## src/design/vfp_seq_pkg.sv

```systemverilog
// shared constants and types for the vector fp exception sequencer
package vfp_seq_pkg;
  localparam int unsigned LANES      = 4;
  localparam int unsigned NUM_VREGS  = 8;
  localparam int unsigned VREG_W     = 128;
  localparam int unsigned VREG_IDX_W = 3;
  // control/status field positions
  localparam int unsigned FLAG_LSB   = 0;
  localparam int unsigned DENORM_ZERO_BIT = 6;
  localparam int unsigned MASK_LSB   = 7;
  localparam int unsigned RC_LSB     = 13;
  localparam int unsigned FTZ_BIT    = 15;
  // exception indices inside a six-bit group
  localparam int unsigned EXC_IE = 0;
  localparam int unsigned EXC_DE = 1;
  localparam int unsigned EXC_ZE = 2;
  localparam int unsigned EXC_OE = 3;
  localparam int unsigned EXC_UE = 4;
  localparam int unsigned EXC_PE = 5;
  localparam logic [5:0]  PRE_GROUP  = 6'h07;
  localparam logic [5:0]  POST_GROUP = 6'h38;
  localparam logic [31:0] CSR_RESET      = 32'h0000_1f80;
  localparam logic [31:0] MASK_WITH_DENORM     = 32'h0000_ffff;
  localparam logic [31:0] MASK_NO_DENORM       = 32'h0000_ffbf;
  localparam logic [31:0] MASK_IMAGE_NO_DENORM = 32'h0000_0000;
  // control register bit positions
  localparam int unsigned CR4_STATE_SAVE_BIT = 9;
  localparam int unsigned CR4_FAULT_EN_BIT   = 10;
  localparam int unsigned CR0_NATIVE_ERR_BIT = 5;
  // feature query leaf and bits
  localparam logic [31:0] FEATURE_LEAF       = 32'h0000_0001;
  localparam int unsigned FEAT_STATE_SAVE    = 24;
  localparam int unsigned FEAT_VEC_L1        = 25;
  localparam int unsigned FEAT_VEC_L2        = 26;
  localparam logic [VREG_W-1:0] VREG_RESET   = '0;

  typedef struct packed {
    logic       start;
    logic       implemented;
    logic [5:0] lane_flags_0;
    logic [5:0] lane_flags_1;
    logic [5:0] lane_flags_2;
    logic [5:0] lane_flags_3;
    logic [VREG_IDX_W-1:0] dest;
    logic [VREG_W-1:0]     result;
  } op_req_t;

  typedef struct packed {
    logic vector_fp_fault;
    logic undefined_opcode_fault;
    logic general_protection_fault;
  } fault_t;

  typedef enum logic [2:0] {
    ST_IDLE, ST_PRE, ST_PRE_WAIT, ST_POST, ST_POST_WAIT, ST_DONE
  } seq_state_t;
endpackage

```

## src/design/simd_fp_exception_sequencer.sv

```systemverilog
// exception sequencer and control state for the packed/scalar fp unit
`timescale 1ns/1ps
`default_nettype none
module simd_fp_exception_sequencer #(
  parameter bit DENORM_ZERO_SUPPORTED = 1'b1
) (
  input  wire logic                         clk_sys_in,
  input  wire logic                         rstn_in,
  input  wire logic                         soft_init_in,
  input  wire vfp_seq_pkg::op_req_t         op_req_in,
  input  wire logic                         handler_return_in,
  input  wire logic [31:0]                  cr0_in,
  input  wire logic [31:0]                  cr4_in,
  input  wire logic                         ignore_numeric_error_pin_in,
  input  wire logic [1:0]                   x87_rounding_in,
  input  wire logic                         csr_wr_in,
  input  wire logic [31:0]                  csr_wdata_in,
  input  wire logic                         query_in,
  input  wire logic [31:0]                  query_leaf_in,
  input  wire logic [vfp_seq_pkg::VREG_IDX_W-1:0] vreg_rd_idx_in,
  output logic                              busy_out,
  output logic                              done_out,
  output vfp_seq_pkg::fault_t               fault_out,
  output logic                              fp_error_out_pin_out,
  output logic [31:0]                       csr_out,
  output logic [1:0]                        rounding_out,
  output logic [31:0]                       query_edx_out,
  output logic [31:0]                       control_valid_mask_out,
  output logic [vfp_seq_pkg::VREG_W-1:0]    vreg_rd_data_out
);

  // ==========================================================
  // helpers
  function automatic logic [5:0] lane_or(input vfp_seq_pkg::op_req_t r);
    lane_or = r.lane_flags_0 | r.lane_flags_1 | r.lane_flags_2 | r.lane_flags_3;
  endfunction

  function automatic logic [31:0] valid_mask();
    valid_mask = DENORM_ZERO_SUPPORTED ? vfp_seq_pkg::MASK_WITH_DENORM
                                       : vfp_seq_pkg::MASK_NO_DENORM;
  endfunction

  // control/status writes are only taken while idle
  function automatic logic idle_write(input logic                    wr,
                                      input vfp_seq_pkg::seq_state_t st);
    idle_write = wr && (st == vfp_seq_pkg::ST_IDLE);
  endfunction

  // ==========================================================
  // state
  vfp_seq_pkg::seq_state_t state_ff;
  vfp_seq_pkg::seq_state_t nxt_state;
  vfp_seq_pkg::op_req_t    op_ff;
  logic [31:0]             csr_ff;
  logic [vfp_seq_pkg::VREG_W-1:0] vreg_ff [vfp_seq_pkg::NUM_VREGS];
  vfp_seq_pkg::fault_t     fault_ff;
  logic                    done_ff;
  logic [31:0]             edx_ff;
  logic                    soft_init_meta_ff;
  logic                    soft_init_sync_ff;

  logic [5:0] masks;
  logic [5:0] all_flags;
  logic [5:0] pre_flags;
  logic [5:0] post_flags;
  logic       pre_unmasked;
  logic       post_unmasked;
  logic       fault_en;
  logic       csr_bad;

  assign masks         = csr_ff[vfp_seq_pkg::MASK_LSB +: 6];
  assign all_flags     = lane_or(op_ff);
  assign pre_flags     = all_flags & vfp_seq_pkg::PRE_GROUP;
  assign post_flags    = all_flags & vfp_seq_pkg::POST_GROUP;
  // only fresh occurrences fault, never already-set flags
  assign pre_unmasked  = |(pre_flags & ~masks);
  assign post_unmasked = |(post_flags & ~masks);
  assign fault_en      = cr4_in[vfp_seq_pkg::CR4_FAULT_EN_BIT];
  assign csr_bad       = |(csr_wdata_in & ~valid_mask());

  // ==========================================================
  // soft init pin synchroniser
  always_ff @(posedge clk_sys_in or negedge rstn_in) begin
    if (!rstn_in) begin
      soft_init_meta_ff <= 1'b0;
      soft_init_sync_ff <= 1'b0;
    end else begin
      soft_init_meta_ff <= soft_init_in;
      soft_init_sync_ff <= soft_init_meta_ff;
    end
  end

  // ==========================================================
  // sequencer
  always_comb begin
    nxt_state = state_ff;
    case (state_ff)
      vfp_seq_pkg::ST_IDLE: begin
        if (op_req_in.start && op_req_in.implemented) begin
          nxt_state = vfp_seq_pkg::ST_PRE;
        end
      end
      vfp_seq_pkg::ST_PRE: begin
        if (pre_unmasked) begin
          nxt_state = vfp_seq_pkg::ST_PRE_WAIT;
        end else begin
          nxt_state = vfp_seq_pkg::ST_POST;
        end
      end
      vfp_seq_pkg::ST_PRE_WAIT: begin
        if (handler_return_in) begin
          nxt_state = vfp_seq_pkg::ST_POST;
        end
      end
      vfp_seq_pkg::ST_POST: begin
        if (post_unmasked) begin
          nxt_state = vfp_seq_pkg::ST_POST_WAIT;
        end else begin
          nxt_state = vfp_seq_pkg::ST_DONE;
        end
      end
      vfp_seq_pkg::ST_POST_WAIT: begin
        if (handler_return_in) begin
          nxt_state = vfp_seq_pkg::ST_DONE;
        end
      end
      vfp_seq_pkg::ST_DONE: nxt_state = vfp_seq_pkg::ST_IDLE;
      default: nxt_state = vfp_seq_pkg::ST_IDLE;
    endcase
  end

  always_ff @(posedge clk_sys_in or negedge rstn_in) begin
    if (!rstn_in) begin
      state_ff <= vfp_seq_pkg::ST_IDLE;
    end else begin
      state_ff <= nxt_state;
    end
  end

  always_ff @(posedge clk_sys_in or negedge rstn_in) begin
    if (!rstn_in) begin
      op_ff <= '0;
    end else if (state_ff == vfp_seq_pkg::ST_IDLE && op_req_in.start) begin
      op_ff <= op_req_in;
    end
  end

  // ==========================================================
  // faults; the error pin and ignore pin play no part
  always_ff @(posedge clk_sys_in or negedge rstn_in) begin
    if (!rstn_in) begin
      fault_ff <= '0;
    end else begin
      fault_ff <= '0;
      if (state_ff == vfp_seq_pkg::ST_IDLE && op_req_in.start && !op_req_in.implemented) begin
        fault_ff.undefined_opcode_fault <= 1'b1;
      end
      if ((state_ff == vfp_seq_pkg::ST_PRE && pre_unmasked) ||
          (state_ff == vfp_seq_pkg::ST_POST && post_unmasked)) begin
        fault_ff.vector_fp_fault        <= fault_en;
        fault_ff.undefined_opcode_fault <= !fault_en;
      end
      if (idle_write(csr_wr_in, state_ff) && csr_bad) begin
        fault_ff.general_protection_fault <= 1'b1;
      end
    end
  end

  assign fp_error_out_pin_out = 1'b0;

  // ==========================================================
  // control/status register; soft init does not touch it
  always_ff @(posedge clk_sys_in or negedge rstn_in) begin
    if (!rstn_in) begin
      csr_ff <= vfp_seq_pkg::CSR_RESET;
    end else if (!soft_init_sync_ff) begin
      if (idle_write(csr_wr_in, state_ff) && !csr_bad) begin
        csr_ff <= csr_wdata_in & valid_mask();
      end else if (state_ff == vfp_seq_pkg::ST_PRE) begin
        csr_ff[vfp_seq_pkg::FLAG_LSB +: 6] <= csr_ff[vfp_seq_pkg::FLAG_LSB +: 6] | pre_flags;
      end else if (state_ff == vfp_seq_pkg::ST_POST) begin
        csr_ff[vfp_seq_pkg::FLAG_LSB +: 6] <= csr_ff[vfp_seq_pkg::FLAG_LSB +: 6] | post_flags;
      end
    end
  end

  // ==========================================================
  // vector registers: result written only on completion
  always_ff @(posedge clk_sys_in or negedge rstn_in) begin
    if (!rstn_in) begin
      for (int i = 0; i < vfp_seq_pkg::NUM_VREGS; i++) begin
        vreg_ff[i] <= vfp_seq_pkg::VREG_RESET;
      end
    end else if (!soft_init_sync_ff && state_ff == vfp_seq_pkg::ST_DONE) begin
      vreg_ff[op_ff.dest] <= op_ff.result;
    end
  end

  always_ff @(posedge clk_sys_in or negedge rstn_in) begin
    if (!rstn_in) begin
      done_ff <= 1'b0;
    end else begin
      done_ff <= (state_ff == vfp_seq_pkg::ST_DONE);
    end
  end

  // ==========================================================
  // feature query
  always_ff @(posedge clk_sys_in or negedge rstn_in) begin
    if (!rstn_in) begin
      edx_ff <= '0;
    end else if (query_in) begin
      edx_ff <= '0;
      if (query_leaf_in == vfp_seq_pkg::FEATURE_LEAF) begin
        edx_ff[vfp_seq_pkg::FEAT_STATE_SAVE] <= 1'b1;
        edx_ff[vfp_seq_pkg::FEAT_VEC_L1]     <= 1'b1;
        edx_ff[vfp_seq_pkg::FEAT_VEC_L2]     <= 1'b1;
      end
    end
  end

  assign busy_out  = (state_ff != vfp_seq_pkg::ST_IDLE);
  assign done_out  = done_ff;
  assign fault_out = fault_ff;
  assign csr_out   = csr_ff;
  // x87 rounding input is deliberately unused
  assign rounding_out  = csr_ff[vfp_seq_pkg::RC_LSB +: 2];
  assign query_edx_out = edx_ff;
  assign control_valid_mask_out = DENORM_ZERO_SUPPORTED ? vfp_seq_pkg::MASK_WITH_DENORM
                                                        : vfp_seq_pkg::MASK_IMAGE_NO_DENORM;
  assign vreg_rd_data_out = vreg_ff[vreg_rd_idx_in];

endmodule
`default_nettype wire

```

## config.mk

```make
export PLATFORM = sky130hd
export DESIGN_NAME = simd_fp_exception_sequencer
export DESIGN_NICKNAME = d
export VERILOG_FILES = /design/src/design/vfp_seq_pkg.sv /design/src/design/simd_fp_exception_sequencer.sv
export SDC_FILE = /design/constraint.sdc
export NUM_CORES = 2
export LEC_CHECK = 0
export ABC_AREA = 0
export BUFFER_PORTS_ARGS = -buffer_cell sky130_fd_sc_hd__buf_2
export CAP_MARGIN = 25
export CORE_MARGIN = 2
export CORE_UTILIZATION = 64
export DETAILED_ROUTE_END_ITERATION = 6
export PLACE_DENSITY = 0.93
export SLEW_MARGIN = 20
export SYNTH_ARGS = -nofsm -noshare
export SYNTH_HDL_FRONTEND = slang
export SYNTH_SLANG_ARGS = --single-unit
```

## constraint.sdc

```tcl
create_clock -name clk_sys_in -period 5.6 [get_ports clk_sys_in]
set_input_delay 0.84 -clock clk_sys_in [delete_from_list [all_inputs] [get_ports clk_sys_in]]
set_output_delay 0.84 -clock clk_sys_in [all_outputs]
set_load 0.005 [all_outputs]
```

# --- Word level (Yosys, flattened, before mapping) ---
# Cells that the tools add are included.
classes:
  eq_ne: 9
  n_mux: 19
  bitwise: 11
  n_lt_le_gt_ge: 3
  reduce_logical: 24
ops:
  columns: ["operator", "n"]
  rows:
  - ["$bwmux W1024", 1]
  - ["$bmux W128 S3", 1]
  - ["$demux W128 S3", 1]
  - ["$mux W128", 3]
  - ["$eq A32 B1 Y1 const B", 1]
  - ["$or A6 B6 Y6", 4]
  - ["$mux W6", 3]
  - ["$reduce_or A16 Y1", 1]
  - ["$pmux W3 S5", 1]
  - ["$mux W3", 4]
  - ["$reduce_or A6 Y1", 2]
  - ["$logic_and A1 B1 Y1", 10]
  - ["$ge A4 B4 Y1 const B", 2]
  - ["$not A3 Y4", 2]
  - ["$and A3 B6 Y6", 1]
  - ["$and A6 B6 Y6", 1]
  - ["$eq A3 B2 Y1 const B", 2]
  - ["$eq A3 B3 Y1 const B", 2]
  - ["$ne A2 B2 Y1 const B", 3]
  - ["$not A6 Y6", 1]
  - ["$or A6 B3 Y6", 1]
  - ["$reduce_bool A3 Y1", 2]
  - ["$logic_not A1 Y1", 4]
  - ["$lt A4 B1 Y1 const B", 1]
  - ["other kinds (8)", 12]
totals:
  elab_cells: 90
  input_bits: 297
  reg_bits: 1207

# --- Logic depth before layout (Yosys ltp) ---
depth:
  ltp_word: 8
  mapped_depth: 8
  mapped_depth_nobuf: 5

# --- Worst setup path before layout ---
# Ideal clock, no wire load.
synth_timing:
  path_kind: "input port to output port"
  start: "in vreg_rd_idx_in[0] (netlist name)"
  end: "out vreg_rd_data_out[103] (netlist name)"
  t_arrival_ps: 2330
  setup_slack_ps: 2430
  path_buffers: 2
  cell_stages: 4
  required_ps: 4760
  path_cell_list: "clkbuf_1 buf_1 mux4_2 mux2_2"
synth_via:
  elab_chain_cells: 4
synth_lines:
  columns: ["element", "line", "text"]
  rows:
  - ["from (decl)", "simd_fp_exception_sequencer.sv:20", "input wire logic [vfp_seq_pkg::VREG_IDX_W-1:0] vreg_rd_idx_in,"]
  - ["$not A3 Y4 (implied by the code)", "simd_fp_exception_sequencer.sv:231", "assign vreg_rd_data_out = vreg_ff[vreg_rd_idx_in];"]
  - ["$bmux W128 S3", "simd_fp_exception_sequencer.sv:231", null]
  - ["$mux W128 (implied by the code) (2 in a row)", "simd_fp_exception_sequencer.sv:231", null]
  - ["to (decl)", "simd_fp_exception_sequencer.sv:29", "output logic [vfp_seq_pkg::VREG_W-1:0] vreg_rd_data_out"]
# No other way between the ends. The select of a mux whose other input is x is not followed.

# --- Worst setup path after layout ---
layout_timing:
  start: "in vreg_rd_idx_in[0] (netlist name)"
  end: "out vreg_rd_data_out[90] (netlist name)"
# The elaborated chain is that of the path after synthesis.

==> reports/results.ini <==
[global_routing]
grt_pass1_vias = 32900
grt_start_max_net_pins = 137
grt_first_pass_wirelength_um = 187000
grt_overflow = 0
busiest_layer = met2
use_met1 = 0.373
grt_usage = 0.282
antenna_found_initial = 13
use_met2 = 0.477
met3_usage = 0.0436

[timing]
rsz0062_at_grt = no
tightest_slew_ns = 1.13
maxSlewViolCount = 0
fmax_mhz = 262
max-slew-margin-rel = 0.249
min_period_ns = 3.81
setup_violations = 0
clock_skew_ns = 0.0348
report.final.hold_viol_count = 0
tns_ns = 0
period_share = 0.681

[logic_synthesis]
syn_inst = 3164
synth_warnings = 0
synth_async_sr_flop_share = 1.00
synth_edf_count = 0
synth.distinct_cells = 39
yosys_most_used_dff = dfrtp_1
postSynthAreaPerCell_um2 = 16.8
ys_ff_latch = 1205
seq_area_frac_synth = 0.567
syn_area_um2 = 53200

[routing]
num_vias = 29500
routed_via_density = 6.28
dr.pass1.iters = 5
route.detailed.drc = 0
avgRoutedWirePerCell_um = 25.3
drt_wl_total_um = 119000
postRouteAntennaNets = 0
drtIter0Drc = 1667

[worst_setup_path]
startpoint_type = input port
regToRegSetupSlack_ns = 2.57
critical_path.reg2reg.endpoint = op_ff[92]
path_max_fanout = 65
cp.required_ns = 4.76
reg2reg_from = state_ff[2]
r2r_cells = 4
worst-setup-path-type = in -> out
critical_path_arrival_ns = 2.97
cp-end-kind = primary output

[clock_tree]
worstSkewPairLatency_ns = 0.69
post-cts-setup-buffers = 0
cts_resized = 0
clk_path_buf_depth = 3
path_clk_slew_ns = 0.06
ctsHoldBuffers = 0
cts_max_level = 3
cts_tree = built
cts_buffers = 119
cts.sinks = 1205
root_buffer = clkbuf_16

[placed_design]
placed_cells = 4464
io_buffer_count = 384
gp_congestion = 0.789
hpwl_um = 64900

[die]
die_h_um = 292
ios = 529
core_um2 = 82200
initial_core_util = 0.647
rows = 105
fp.dieW_um = 292
dieArea_um2 = 85500

[finish]
area_delta_synth_final_pct = 12.4
nNetsFinal = 3812
layout-drive-gt1-share = 0.589
final_cells = 4693
num-fill-cells = 4699

[power]
ir_worst_vdd_mv = 0.446
power_density_nw_per_um2 = 433
p_leak_uw = 0.0298

[job]
cap_violations = 0

[status]
status = finished clean

[worst_hold_path]
min_path_type = in -> async

layout make-up:
class	instances	area [um^2]	area share
Clock buffer	171	3510	0.0586
Tap cell	1070	1340	0.0224
Multi-Input combinational cell	1741	21400	0.358
Sequential cell	1205	30200	0.504
Clock inverter	50	693	0.0116
Inverter	5	23.8	0.000397
Antenna cell	8	20.0	0.000335
Timing Repair Buffer	443	2640	0.0441
power breakdown:
group	switching, uW	leakage (uW)	internal, uW	total [uW]
combinational	1680	0.0115	2870	4550
clock	3430	0.00205	5000	8430
sequential	2050	0.0163	10900	12900
synthesized netlist by cell type, types with 4 or more instances:
cell	n	share of area
buf_1	5	0.00035
buf_12	10	0.0038
buf_2	97	0.0091
buf_4	112	0.016
buf_6	15	0.0032
clkbuf_1	49	0.0035
dfrtp_1	1199	0.56
dfstp_2	6	0.0030
inv_1	4	0.00028
mux2_1	101	0.021
mux2_2	1216	0.26
mux4_2	256	0.11
nand2_1	11	0.00078
nand3_1	5	0.00047
nor2_1	22	0.0016
nor4_1	16	0.0019
o21ai_0	10	0.00094
routing by layer:
metal	vias to the layer above	part of all wire
met4	10	0.036
met1	15900	0.40
met5	-	0.00051
met2	928	0.51
met3	241	0.050
li1	12400	-
cell usage in the layout, fill, tap and decap left out, types with 16 or more instances in the layout:
cell,netlist,final
dfrtp_1,1199,1199
nor2_1,22,21
nor4_1,16,16
clkinv_2,0,22
buf_12,10,19
mux2_2,1216,1216
clkbuf_8,0,27
mux4_2,256,256
buf_4,112,40
conb_1,2,78
mux2_1,101,101
clkbuf_16,0,122
buf_2,97,380
clkbuf_1,49,22
critical path, cell delays in order:
cell and delay (ns):
buf_8 0.58, buf_4 0.47, mux4_2 0.56, mux2_2 0.31, buf_2 0.14
cells by family (layout without fill, tap and decap cells):
group	count (synthesis)	in the layout	share of synthesized area
xor gates and xnor gates	1	1	0.000165
AOI/OAI and AO/OA	16	16	0.00167
muxes	1573	1573	0.387
other	2	86	0.000141
buffers and inverters	294	669	0.0364
and+or+nand+nor	73	73	0.00790
DFF	1205	1205	0.567
per-stage QoR:
step / hold WS, ns / power, uW / utilization / setup WS (ns) / instance area, um^2
2_1_floorplan: 0.331 / 15700 / - / 2.43 / 53500
3_3_place_gp: 0.333 / 17100 / 0.676 / 1.75 / 55600
3_5_place_dp: 0.346 / 17400 / 0.676 / 1.74 / 55600
4_1_cts: 0.209 / 26000 / 0.727 / 1.72 / 59800
5_1_grt: 0.226 / 27000 / 0.728 / 1.62 / 59800
6_report: 0.257 / 25900 / 0.728 / 1.79 / 59800
how the worst max path moves through the flow:
stage	from	to	slack, ns	cells past startpoint
global route	vreg_rd_idx_in[0]	vreg_rd_data_out[90]	1.62	5
CTS	vreg_rd_idx_in[0]	vreg_rd_data_out[90]	1.72	5
global placement	vreg_rd_idx_in[0]	vreg_rd_data_out[72]	1.75	5
finish	vreg_rd_idx_in[0]	vreg_rd_data_out[90]	1.79	5
floorplan	vreg_rd_idx_in[0]	vreg_rd_data_out[103]	2.43	4
detailed placement	vreg_rd_idx_in[0]	vreg_rd_data_out[90]	1.74	5
sequential cells by signal, indices dropped and copies added (netlist names):
name,cells
fault_out,3
vreg_ff,1024
done_out,1
soft_init_meta_ff,1
soft_init_sync_ff,1
state_ff,3
op_ff,155
query_edx_out,1
csr_out,16
(Power assumes the default switching activity.)
